<file path="config.mk">
export PLATFORM = sky130hd
export DESIGN_NAME = tscm_top
export DESIGN_NICKNAME = d
export VERILOG_FILES = /design/src/core/tscm_pkg.sv /design/src/core/tscm_tick_if.sv /design/src/core/tscm_top.sv /design/src/core/tscm_qual.sv /design/src/core/tscm_wdog.sv
export SDC_FILE = /design/constraint.sdc
export NUM_CORES = 2
export LEC_CHECK = 0
export BUFFER_PORTS_ARGS = -buffer_cell sky130_fd_sc_hd__buf_4
export CORE_AREA = 4 4 307 309
export DETAILED_ROUTE_END_ITERATION = 16
export DIE_AREA = 0 0 311 313
export PLACE_DENSITY = 0.81
export SLEW_MARGIN = 20
export SYNTH_ARGS = -nofsm -noshare
export SYNTH_HDL_FRONTEND = slang
export SYNTH_SLANG_ARGS = --single-unit
</file>
<file path="constraint.sdc">
create_clock -name clk -period 2.5 [get_ports clk]
set_input_delay 0.125 -clock clk [delete_from_list [all_inputs] [get_ports clk]]
set_output_delay 0.125 -clock clk [all_outputs]
set_load 0.005 [all_outputs]
</file>
<file path="src/core/tscm_pkg.sv">
// Shared constants and types for the signal conflict monitor
package tscm_pkg;
  // ----------------------------------------------------------------
  // Geometry
  // ----------------------------------------------------------------
  localparam int          NUM_CH       = 18;
  localparam int          CNT_W        = 11;
  localparam int          TICK_W       = 17;

  // ----------------------------------------------------------------
  // Timing, in the units named
  // ----------------------------------------------------------------
  localparam int          CLK_PERIOD_NS = 10;
  localparam int          MS_NS         = 1000000;
  localparam int          TICK_CYCLES   = MS_NS / CLK_PERIOD_NS;
  localparam logic [10:0] FIELD_ON_MS   = 11'h1f4;  // 500 ms
  localparam logic [10:0] INHIBIT_ON_MS = 11'h226;  // 550 ms
  localparam logic [10:0] RF_LONG_MS    = 11'h546;  // 1350 ms
  localparam logic [10:0] RF_SHORT_MS   = 11'h352;  // 850 ms
  localparam logic [10:0] WD_SHORT_MS   = 11'h3e8;  // 1000 ms
  localparam logic [10:0] WD_LONG_MS    = 11'h5dc;  // 1500 ms
  localparam logic [10:0] BO_LONG_MS    = 11'h190;  // 400 ms
  localparam logic [10:0] BO_SHORT_MS   = 11'h050;  // 80 ms

  // ----------------------------------------------------------------
  // Monitor state
  // ----------------------------------------------------------------
  typedef enum logic [1:0] {
    TSCM_RUN   = 2'b01,
    TSCM_FAULT = 2'b10
  } tscm_state_type;
endpackage

</file>
<file path="src/core/tscm_tick_if.sv">
// Millisecond tick carried from the top to its timing submodules
interface tscm_tick_if;
  logic tick;
  modport src (output tick);
  modport snk (input tick);
endinterface

</file>
<file path="src/core/tscm_top.sv">
// Signal conflict monitor fault core: qualification, red fail, latching
module tscm_top #(
  parameter int TICK_CYCLES = tscm_pkg::TICK_CYCLES
) (
  input  wire logic        clk,
  input  wire logic        arst_n,
  input  wire logic [17:0] red_in,
  input  wire logic [17:0] yellow_in,
  input  wire logic [17:0] green_in,
  input  wire logic [17:0] red_fail_enable,
  input  wire logic [1:0]  inhibit_in,
  input  wire logic        red_permit,
  input  wire logic        rf_long_sel,
  input  wire logic        wd_in,
  input  wire logic        wd_short_sel,
  input  wire logic        wd_latch_en,
  input  wire logic        brownout_long_sel,
  input  wire logic        ac_low,
  input  wire logic        power_interrupt,
  input  wire logic        dc_supply_low,
  input  wire logic        output_relay_common_sense,
  input  wire logic        relay_polarity_jumper,
  input  wire logic        program_card_absent,
  input  wire logic        red_interface_cable,
  input  wire logic        front_panel_reset,
  input  wire logic        remote_reset,
  output logic             fault_mode,
  output logic             power_indicator,
  output logic             dc_supply_fault_indicator,
  output logic             watchdog_fault_indicator,
  output logic             red_fail_indicator,
  output logic             program_card_absent_indicator,
  output logic             cable_fault_indicator,
  output logic [17:0]      red_status,
  output logic [17:0]      yellow_status,
  output logic [17:0]      green_status,
  output logic [17:0]      fault_channel
);
  localparam int N = tscm_pkg::NUM_CH;

  // ----------------------------------------------------------------
  // Millisecond tick
  // ----------------------------------------------------------------
  tscm_tick_if tk ();

  logic [16:0] tick_cnt_ff;
  logic [16:0] nxt_tick_cnt;
  logic        tick_ff;
  logic        nxt_tick;

  always_comb begin
    nxt_tick     = 1'b0;
    nxt_tick_cnt = tick_cnt_ff + 17'h00001;
    if (tick_cnt_ff == 17'(TICK_CYCLES - 1)) begin
      nxt_tick_cnt = 17'h00000;
      nxt_tick     = 1'b1;
    end
  end

  always_ff @(posedge clk or negedge arst_n) begin
    if (!arst_n) begin
      tick_cnt_ff <= 17'h00000;
      tick_ff     <= 1'b0;
    end else begin
      tick_cnt_ff <= nxt_tick_cnt;
      tick_ff     <= nxt_tick;
    end
  end

  assign tk.tick = tick_ff;

  // ----------------------------------------------------------------
  // Common conditions
  // ----------------------------------------------------------------
  logic [1:0]  inh_q;
  logic        inh_any;
  logic        relay_active;
  logic        reset_req;
  logic [10:0] rf_limit;
  logic [10:0] bo_limit;
  logic        rf_allowed;

  assign relay_active = output_relay_common_sense ^ relay_polarity_jumper;
  assign reset_req    = front_panel_reset | remote_reset;
  assign inh_any      = |inh_q;
  assign rf_limit     = rf_long_sel ? tscm_pkg::RF_LONG_MS : tscm_pkg::RF_SHORT_MS;
  assign bo_limit     = brownout_long_sel ? tscm_pkg::BO_LONG_MS
                                          : tscm_pkg::BO_SHORT_MS;
  // Red fail timing is off while the relay common sense reads active (after the polarity jumper)
  assign rf_allowed   = red_permit & ~inh_any & ~relay_active;

  genvar gi;
  generate
    for (gi = 0; gi < 2; gi++) begin : g_inh
      tscm_qual u_inh (.tk(tk), .clk(clk), .arst_n(arst_n), .level(inhibit_in[gi]),
                       .on_ms(tscm_pkg::INHIBIT_ON_MS), .qualified(inh_q[gi]));
    end
  endgenerate

  // ----------------------------------------------------------------
  // Per-channel qualification and red fail timing
  // ----------------------------------------------------------------
  logic [N-1:0] red_q;
  logic [N-1:0] yel_q;
  logic [N-1:0] grn_q;
  logic [N-1:0] rf_trig;

  generate
    for (gi = 0; gi < N; gi++) begin : g_ch
      logic [10:0] rf_cnt_ff;
      logic [10:0] nxt_rf_cnt;

      tscm_qual u_red (.tk(tk), .clk(clk), .arst_n(arst_n), .level(red_in[gi]),
                       .on_ms(tscm_pkg::FIELD_ON_MS), .qualified(red_q[gi]));
      tscm_qual u_yel (.tk(tk), .clk(clk), .arst_n(arst_n), .level(yellow_in[gi]),
                       .on_ms(tscm_pkg::FIELD_ON_MS), .qualified(yel_q[gi]));
      tscm_qual u_grn (.tk(tk), .clk(clk), .arst_n(arst_n), .level(green_in[gi]),
                       .on_ms(tscm_pkg::FIELD_ON_MS), .qualified(grn_q[gi]));

      always_comb begin
        nxt_rf_cnt = rf_cnt_ff;
        if (!rf_allowed || !red_fail_enable[gi] ||
            red_q[gi] || yel_q[gi] || grn_q[gi]) begin
          nxt_rf_cnt = 11'h000;
        end else if (tick_ff && rf_cnt_ff < rf_limit) begin
          nxt_rf_cnt = rf_cnt_ff + 11'h001;
        end
      end

      always_ff @(posedge clk or negedge arst_n) begin
        if (!arst_n) begin
          rf_cnt_ff <= 11'h000;
        end else begin
          rf_cnt_ff <= nxt_rf_cnt;
        end
      end

      assign rf_trig[gi] = rf_cnt_ff >= rf_limit;
    end
  endgenerate

  // ----------------------------------------------------------------
  // Brown-out and watchdog
  // ----------------------------------------------------------------
  logic bo_q;
  logic bo_prev_ff;
  logic power_event;
  logic wd_fault;

  tscm_qual u_bo (.tk(tk), .clk(clk), .arst_n(arst_n), .level(ac_low),
                  .on_ms(bo_limit), .qualified(bo_q));

  always_ff @(posedge clk or negedge arst_n) begin
    if (!arst_n) begin
      bo_prev_ff <= 1'b0;
    end else begin
      bo_prev_ff <= bo_q;
    end
  end

  assign power_event = (bo_q & ~bo_prev_ff) | power_interrupt;

  tscm_wdog u_wdog (.tk(tk), .clk(clk), .arst_n(arst_n), .wd_in(wd_in),
                    .short_sel(wd_short_sel), .latch_en(wd_latch_en),
                    .power_event(power_event), .reset_cmd(reset_req),
                    .fault(wd_fault));

  // ----------------------------------------------------------------
  // Fault latches and indicators
  // ----------------------------------------------------------------
  tscm_pkg::tscm_state_type state_ff;
  tscm_pkg::tscm_state_type nxt_state;

  logic        card_ff,  nxt_card;
  logic        cable_ff, nxt_cable;
  logic        rf_ff,    nxt_rf;
  logic        dc_ff,    nxt_dc;
  logic        wd_ff;
  logic        pwr_ff;
  logic [17:0] fch_ff,   nxt_fch;
  logic [17:0] rst_ff,   nxt_rst;
  logic [17:0] yst_ff,   nxt_yst;
  logic [17:0] gst_ff,   nxt_gst;
  logic        any_flt;

  // Set terms are applied after the reset clear, so a fault that is
  // still present when reset is pressed stays latched.
  always_comb begin
    nxt_card  = card_ff  & ~(reset_req & ~program_card_absent);
    nxt_cable = cable_ff & ~reset_req;
    nxt_rf    = rf_ff    & ~reset_req;
    nxt_dc    = dc_ff    & ~reset_req;
    nxt_fch   = reset_req ? 18'h00000 : fch_ff;
    nxt_card  = nxt_card  | program_card_absent;
    nxt_cable = nxt_cable | ~red_interface_cable;
    nxt_rf    = nxt_rf    | (|rf_trig);
    nxt_dc    = nxt_dc    | dc_supply_low;
    nxt_fch   = nxt_fch   | rf_trig;
    any_flt   = nxt_card | nxt_cable | nxt_rf | nxt_dc | wd_fault;
    // A power event may drop the watchdog flag; fault mode still waits for a reset request
    nxt_state = any_flt ? tscm_pkg::TSCM_FAULT : state_ff;
    if (reset_req && !any_flt) nxt_state = tscm_pkg::TSCM_RUN;
    nxt_rst   = rst_ff;
    nxt_yst   = yst_ff;
    nxt_gst   = gst_ff;
    case (state_ff)
      tscm_pkg::TSCM_RUN: begin
        nxt_rst = red_q;
        nxt_yst = yel_q;
        nxt_gst = grn_q;
      end
      tscm_pkg::TSCM_FAULT: begin
        // Channel status frozen as it stood when the fault hit
        nxt_rst = rst_ff;
      end
      default: begin
        nxt_state = tscm_pkg::TSCM_FAULT;
      end
    endcase
  end

  always_ff @(posedge clk or negedge arst_n) begin
    if (!arst_n) begin
      state_ff <= tscm_pkg::TSCM_RUN;
      card_ff  <= 1'b0;
      cable_ff <= 1'b0;
      rf_ff    <= 1'b0;
      dc_ff    <= 1'b0;
      wd_ff    <= 1'b0;
      pwr_ff   <= 1'b0;
      fch_ff   <= 18'h00000;
      rst_ff   <= 18'h00000;
      yst_ff   <= 18'h00000;
      gst_ff   <= 18'h00000;
    end else begin
      state_ff <= nxt_state;
      card_ff  <= nxt_card;
      cable_ff <= nxt_cable;
      rf_ff    <= nxt_rf;
      dc_ff    <= nxt_dc;
      wd_ff    <= wd_fault;
      pwr_ff   <= ~bo_q;
      fch_ff   <= nxt_fch;
      rst_ff   <= nxt_rst;
      yst_ff   <= nxt_yst;
      gst_ff   <= nxt_gst;
    end
  end

  assign fault_mode                    = state_ff == tscm_pkg::TSCM_FAULT;
  assign power_indicator               = pwr_ff;
  assign dc_supply_fault_indicator     = dc_ff;
  assign watchdog_fault_indicator      = wd_ff;
  assign red_fail_indicator            = rf_ff;
  assign program_card_absent_indicator = card_ff;
  assign cable_fault_indicator         = cable_ff;
  assign red_status                    = rst_ff;
  assign yellow_status                 = yst_ff;
  assign green_status                  = gst_ff;
  assign fault_channel                 = fch_ff;
endmodule

</file>
<file path="src/core/tscm_qual.sv">
// Duration qualifier: an input counts as on after a minimum high time
module tscm_qual (
  tscm_tick_if.snk          tk,
  input  wire logic         clk,
  input  wire logic         arst_n,
  input  wire logic         level,
  input  wire logic [10:0]  on_ms,
  output logic              qualified
);
  logic [10:0] cnt_ff;
  logic [10:0] nxt_cnt;
  logic        on_ff;
  logic        nxt_on;

  // Low drops at once; a short high keeps the previous (off) state
  always_comb begin
    nxt_cnt = cnt_ff;
    nxt_on  = on_ff;
    if (!level) begin
      nxt_cnt = 11'h000;
      nxt_on  = 1'b0;
    end else begin
      if (tk.tick && cnt_ff < on_ms) begin
        nxt_cnt = cnt_ff + 11'h001;
      end
      nxt_on = on_ff | (cnt_ff >= on_ms);
    end
  end

  always_ff @(posedge clk or negedge arst_n) begin
    if (!arst_n) begin
      cnt_ff <= 11'h000;
      on_ff  <= 1'b0;
    end else begin
      cnt_ff <= nxt_cnt;
      on_ff  <= nxt_on;
    end
  end

  assign qualified = on_ff;
endmodule

</file>
<file path="src/core/tscm_wdog.sv">
// Watchdog supervision with optional latching through power events
module tscm_wdog (
  tscm_tick_if.snk          tk,
  input  wire logic         clk,
  input  wire logic         arst_n,
  input  wire logic         wd_in,
  input  wire logic         short_sel,
  input  wire logic         latch_en,
  input  wire logic         power_event,
  input  wire logic         reset_cmd,
  output logic              fault
);
  logic [10:0] cnt_ff;
  logic [10:0] nxt_cnt;
  logic        prev_ff;
  logic        fault_ff;
  logic        nxt_fault;
  logic [10:0] limit;
  logic        expire;
  logic        clr;

  assign limit  = short_sel ? tscm_pkg::WD_SHORT_MS : tscm_pkg::WD_LONG_MS;
  assign expire = cnt_ff >= limit;
  assign clr    = reset_cmd | (power_event & ~latch_en);

  always_comb begin
    nxt_cnt = cnt_ff;
    if (wd_in != prev_ff || clr) begin
      nxt_cnt = 11'h000;
    end else if (tk.tick && !expire) begin
      nxt_cnt = cnt_ff + 11'h001;
    end
    // A new expiry wins over a clear in the same cycle
    nxt_fault = expire | (fault_ff & ~clr);
  end

  always_ff @(posedge clk or negedge arst_n) begin
    if (!arst_n) begin
      cnt_ff   <= 11'h000;
      prev_ff  <= 1'b0;
      fault_ff <= 1'b0;
    end else begin
      cnt_ff   <= nxt_cnt;
      prev_ff  <= wd_in;
      fault_ff <= nxt_fault;
    end
  end

  assign fault = fault_ff;
endmodule

</file>
# Word level (Yosys, flattened, before mapping)
# Index checks and enable logic that the tools add are counted.
dict set report op_classes {
  add_sub_neg 77
  magnitude_cmp 151
  eq_ne 62
  mux 218
  n_bitwise 91
  reduce_logical 193
}
# op count
set ops {}
lappend ops {{2-to-1 mux 11 bit} 154}
lappend ops {{adder 11 x 1 -> 11 bit, second input constant} 76}
lappend ops {{greater-or-equal comparator 11 x 9 -> 1 bit, second input constant} 54}
lappend ops {{< comparator 11 x 9 -> 1 bit, second input constant} 54}
lappend ops {{greater-or-equal comparator 11 bit} 19}
lappend ops {{< comparator 11 bit} 18}
lappend ops {{inequality test 2 x 1 -> 1 bit, second input constant} 57}
lappend ops {{logical AND 1 bit} 77}
lappend ops {{logical OR 1 bit} 73}
lappend ops {{OR 1 bit} 69}
lappend ops {{2-to-1 mux 1 bit} 58}
lappend ops {{nonzero test 2 bit} 19}
lappend ops {{greater-or-equal comparator 11 x 10 -> 1 bit, second input constant} 2}
lappend ops {{< comparator 11 x 10 -> 1 bit, second input constant} 2}
lappend ops {{logical NOT 1 bit} 21}
lappend ops {{2-to-1 mux 18 bit} 1}
lappend ops {{OR 18 bit} 1}
lappend ops {{OR reduction 18 bit} 1}
lappend ops {{adder 17 x 1 -> 17 bit, second input constant} 1}
lappend ops {{== test 17 bit, second input constant} 1}
lappend ops {{2-to-1 mux 17 bit} 1}
lappend ops {{greater-or-equal comparator 11 x 9 -> 1 bit} 1}
lappend ops {{< comparator 11 x 9 -> 1 bit} 1}
lappend ops {{bitwise AND 1 bit} 10}
lappend ops {{9 further kinds} 21}
dict set report word_totals {
  regBits 994
  in_bits 91
  output_inout_bits 79
  elab_cells 941
}

# Logic depth before layout (Yosys ltp)
dict set report depth {
  word_depth 13
  depth_mapped 9
  mapped_depth_nobuf 8
}

# By module
# Synthesis repeated with hierarchy kept, for this count alone.
dict set report hier_totals {
  cells_unflattened 7645
  area_unflattened_um2 69013.7
}
# module n_inst cells_each area_per_inst_um2 seq_area_each_um2
set by_module_without_submodules {}
lappend by_module_without_submodules {tscm_qual 57 104 909.6 300.3}
lappend by_module_without_submodules {tscm_top 1 1630 16300.6 7433.4}
lappend by_module_without_submodules {tscm_wdog 1 87 864.6 325.3}

# Worst setup path before layout
# OpenSTA, ideal clock, no wires.
dict set report synth_timing {
  path_kind {input-to-reg}
  from {input port rf_long_sel}
  to {register g_ch[10].rf_cnt_ff[10]}
  setup_ns 0.132
  t_arrival_ns 2.704
  t_required_ns 2.368
  setup_slack_ns -0.336
  cell_stages 8
  n_path_buf 0
  path_cell_list {inv_1 ha_1 a211o_1 a211o_1 a2111o_1 nor4_1 xnor2_1 nor2_1}
}
dict set report synth_via {
  elab_chain_len 4
}
# item line
set synth_lines {}
lappend synth_lines {{from (decl)} tscm_top.sv:13} ;# input wire logic rf_long_sel,
lappend synth_lines {{2-to-1 mux 11 bit} tscm_top.sv:86} ;# assign rf_limit = rf_long_sel ? tscm_pkg::RF_LONG_MS : tscm_pkg::RF_SHORT_MS;
lappend synth_lines {{< comparator 11 bit} tscm_top.sv:125} ;# end else if (tick_ff && rf_cnt_ff < rf_limit) begin
lappend synth_lines {{logical AND 1 bit} tscm_top.sv:125}
lappend synth_lines {{nonzero test 2 bit (no line)} n/a}
lappend synth_lines {{to (signal assigned)} tscm_top.sv:134} ;# rf_cnt_ff <= nxt_rf_cnt;
lappend synth_lines {{to (decl)} tscm_top.sv:110} ;# logic [10:0] rf_cnt_ff;
# No other way between the ends.
# A chain may end at the register's enable or synchronous reset.

# Worst setup path after layout
dict set report layout_timing {
  from {register g_ch[1].rf_cnt_ff[2]}
  to {register g_ch[1].rf_cnt_ff[7]}
}
dict set report layout_via {
  elab_chain_len 3
  elab_cells_between_ends 6
  classes_between {add/sub: 1; order compare: 1; mux: 2; reduce/logical: 2}
}
# item line
set layout_lines {}
lappend layout_lines {{from (decl)} tscm_top.sv:110}
lappend layout_lines {{from (signal assigned)} tscm_top.sv:134}
lappend layout_lines {{adder 11 x 1 -> 11 bit / < comparator 11 bit (equally long branches)} {tscm_top.sv:126, tscm_top.sv:125}}
lappend layout_lines {{2-to-1 mux 11 bit / logical AND 1 bit (equally long branches)} tscm_top.sv:125}
lappend layout_lines {{2-to-1 mux 11 bit / nonzero test 2 bit (equally long branches)} n/a}
# Several ways; a longest one is shown, not always the timed one. The select of a mux whose other input is x is not followed.

==> run_results.csv <==
group,metric,value,unit
worst_setup_path,reg2reg_setup_slack,0.08,ns
sta,period_share,96.8,%
final_layout,final_cell_mix,"dfrtp_1 (992), and2_1 (455), nor2_1 (422), xnor2_1 (341), buf_4 (279)",
worst_setup_path,required,3.05,ns
clock_network,cts_tree,"yes",
route,dr.pass1.iters,5,
global_route,grtUsageTotal,21.8,%
placement,gp_congestion,0.848,
yosys,synth_edf_count,0,
worst_setup_path,timing.rr.start,"g_ch[1].rf_cnt_ff[2]",
sta,finalSetupViolCount,0,
clock_network,cts.clk_slew.worst_paths,0.06,ns
yosys,yosysSeqAreaShare,49.8,%
hold_path,min_to,"u_wdog.cnt_ff[5]",
worst_setup_path,crit_type,"register to register",
global_route,grt_start_max_net_pins,92,
clock_network,htree_levels,3,
pwr,ir_worst_vdd,0.531,mV
worst_setup_path,max_stage_delay,0.44,ns
sta,fmax,413,MHz
hold_path,min_path_cells,5,
job,max-cap-violations,0,
sta,fin_crit,2.42,ns
global_route,grt_pass1_vias,36000,
route,drtIter0Drc,2146,
clock_network,clkLatencyLatePin,0.67,ns
floorplan,core,91400,sq um
sta,fin_hold_ws,0.0843,ns
hold_path,hp-class,"input pin to register",
floorplan,fp.dieArea,97300,sq um
yosys,synthCells,4877,
yosys,synth_cell_types,66,
sta,skew,0.0327,ns
placement,port-buffer-count,169,
sta,finalSetupTns,0,ns
status,status,"finished, final reports clean",
yosys,synthArstFlopShare,100,%
yosys,synth.net_count,5203,
floorplan,die_y,313,um
worst_setup_path,cp.arrival,2.97,ns
yosys,syn_area_per_cell,10.2,sq um
sta,tightestPinTransition,0.944,ns
global_route,grt_overflow,0,
worst_setup_path,rr_endpoint,"g_ch[1].rf_cnt_ff[7]",
clock_network,cts_made_buffers,104,
final_layout,nets,5555,
final_layout,drive_above_1_share,10.9,%
final_layout,final_common_cell,"dfrtp_1",
floorplan,start_util,54.7,%
pwr,power_leakage,26.6,nW
clock_network,cts_buffer_depth,3,
clock_network,cts_root_buf,"clkbuf_16",
route,drc,0,
route,num_vias,35800,
floorplan,rows,111,
global_route,grt_pass1_wl,179000,um
floorplan,io_pins,170,
worst_setup_path,cp-end-kind,"register",
floorplan,die_w,311,um
worst_setup_path,critPathLaunchType,"register",
placement,hpwl,71100,um
sta,drv_slew,0,
global_route,antenna_found_initial,11,
sta,finalHoldViolations,0,
yosys,yosys_warnings,0,
sta,relSlewSlack,36.7,%
worst_setup_path,slowest_stage,"dfrtp_1",
route,viasPerCell,5.51,
yosys,netlist_area,50000,sq um
route,wl_per_cell,16.2,um
route,wirelength,105000,um
clock_network,post_cts_buffers,0,
worst_setup_path,path_max_fanout,10,
clock_network,clock-sinks,994,
final_layout,areaGrowthSynthToFinish,15.8,%
worst_setup_path,r2r_cells,7,
pwr,powerDensity,576,nW/um^2
worst_setup_path,cp_cell_sequence,"ha_1 -> a211o_1 -> a311oi_1 -> o211ai_1 -> nor4_2 -> xnor2_1 -> nor2_1",
route,ant_nets,0,
hold_path,hp-start,"power_interrupt",
yosys,ys_ff_latch,994,
yosys,ys.flop_type,"dfrtp_1",
[critical path: cells and delay by family, from the launching register on]
kind / cells / cell delay [ns]
AOI/OAI and AO/OA: 3 / 0.91
and+or+nand+nor: 2 / 0.48
adders and majority gates: 1 / 0.31
xor gates and xnor gates: 1 / 0.17
DFF: 1 / 0.44
[synth_stat cells, drive strengths merged, types with 4 or more instances]
cell	count	share of area, %
nor4	32	0.40
xnor2	341	6.0
o31ai	16	0.25
nor2b	95	1.2
a31oi	24	0.30
or4	5	0.075
o41ai	4	0.070
a2111oi	8	0.19
nand2	249	1.9
a21o	23	0.35
nand4	152	1.9
nor3b	4	0.070
a211oi	39	0.59
dfrtp	993	50
o211a	22	0.44
o2111ai	30	0.53
buf	12	0.11
clkbuf	111	0.83
ha	235	5.9
and2	459	5.7
a31o	9	0.16
o21ai	175	1.8
or2	32	0.40
nand3	209	2.1
nor3	117	1.2
nand2b	15	0.19
and4	28	0.49
mux2i	34	0.68
o21a	105	1.6
nor4b	20	0.35
a211o	24	0.42
and3	81	1.0
nor2	423	3.2
inv	227	1.7
xor2	193	3.4
and3b	10	0.18
o311ai	8	0.14
a21boi	41	0.62
o211ai	33	0.50
mux2	54	1.2
or3	62	0.78
a21oi	95	0.95
[sequential cells by signal (all words and copies together), names as in the netlist, 18 cells and up]
signal	cells
fault_channel	18
g_ch.u_yel.cnt_ff	198
g_ch.rf_cnt_ff	198
g_ch.u_yel.qualified	18
g_ch.u_grn.qualified	18
g_ch.u_red.cnt_ff	198
green_status	18
yellow_status	18
red_status	18
g_ch.u_red.qualified	18
g_inh.u_inh.cnt_ff	22
g_ch.u_grn.cnt_ff	198
[through the flow]
step                      std cells  cell area, sq um  setup WS [ns]  utilization, %  power, mW
final                          6504             57900         0.0789            63.3       33.3
after global routing           6500             57900        -0.0160            63.3       34.6
after CTS                      6496             57800          0.111            63.3       33.8
after detailed placement       6238             53500        -0.0359            58.5       17.4
after global placement         6238             53500         0.0188            58.5       17.4
after floorplan                4877             50000        -0.0631               -       16.7
[worst max-delay path by stage]
| stage | from | cells after the start | slack [ns] | endpoint |
|---|---|---|---|---|
| final | g_ch[1].rf_cnt_ff[2] | 7 | 0.08 | g_ch[1].rf_cnt_ff[7] |
| after global placement | rf_long_sel | 10 | 0.02 | g_ch[10].rf_cnt_ff[10] |
| after detailed placement | rf_long_sel | 10 | -0.04 | g_ch[10].rf_cnt_ff[7] |
| after CTS | g_ch[1].rf_cnt_ff[2] | 7 | 0.11 | g_ch[1].rf_cnt_ff[9] |
| after global routing | g_ch[1].rf_cnt_ff[2] | 7 | -0.02 | g_ch[1].rf_cnt_ff[9] |
| after floorplan | rf_long_sel | 9 | -0.06 | g_ch[7].rf_cnt_ff[10] |
[kinds of logic (layout without fill, tap and decap cells)]
family                   count (synthesis)  in the layout  synth area share, %
adder cells (fa/ha/maj)                235            235                 5.89
other                                    0              8                    0
multiplexers                            88             88                 1.90
buffers and inverters                  351            784                 2.66
AO/OA/AOI/OAI                          676            676                 9.20
AND/OR/NAND/NOR                       1999           1999                 21.2
XOR/XNOR                               534            534                 9.36
flip-flops                             994            994                 49.8
[power breakdown]
part           switching [mW]  leakage (nW)  internal [mW]  total [mW]
clock network            6.36          1.77           9.83        16.2
logic                   0.697          11.0          0.363        1.06
registers             0.00605          13.9           16.1        16.1
total                    7.06          26.6           26.3        33.3
[repair_timing]
action	in CTS	in global routing
resized for setup	0	3
hold endpoints to repair	1431	0
hold buffers	71	0
endpoints found under the setup margin	0	2
[cell type report]
cell class / instances / area, sq um
clock buffers: 153 / 3080
clock inverters: 34 / 522
flip-flops and latches: 994 / 24900
well taps: 1186 / 1480
fillers: 7073 / 33500
diodes: 8 / 20.0
inverters: 228 / 860
multi-input cells: 3532 / 23800
repair buffers: 369 / 3190
[routing by layer]
| layer | global-route usage [%] | share of wire, % |
|---|---|---|
| met5 | 0 | 0.026 |
| met4 | 6.64 | 2.6 |
| met3 | 3.85 | 4.8 |
| met2 | 36.4 | 47 |
| met1 | 29.2 | 45 |
Note: power is estimated with default switching activity, not from simulation.
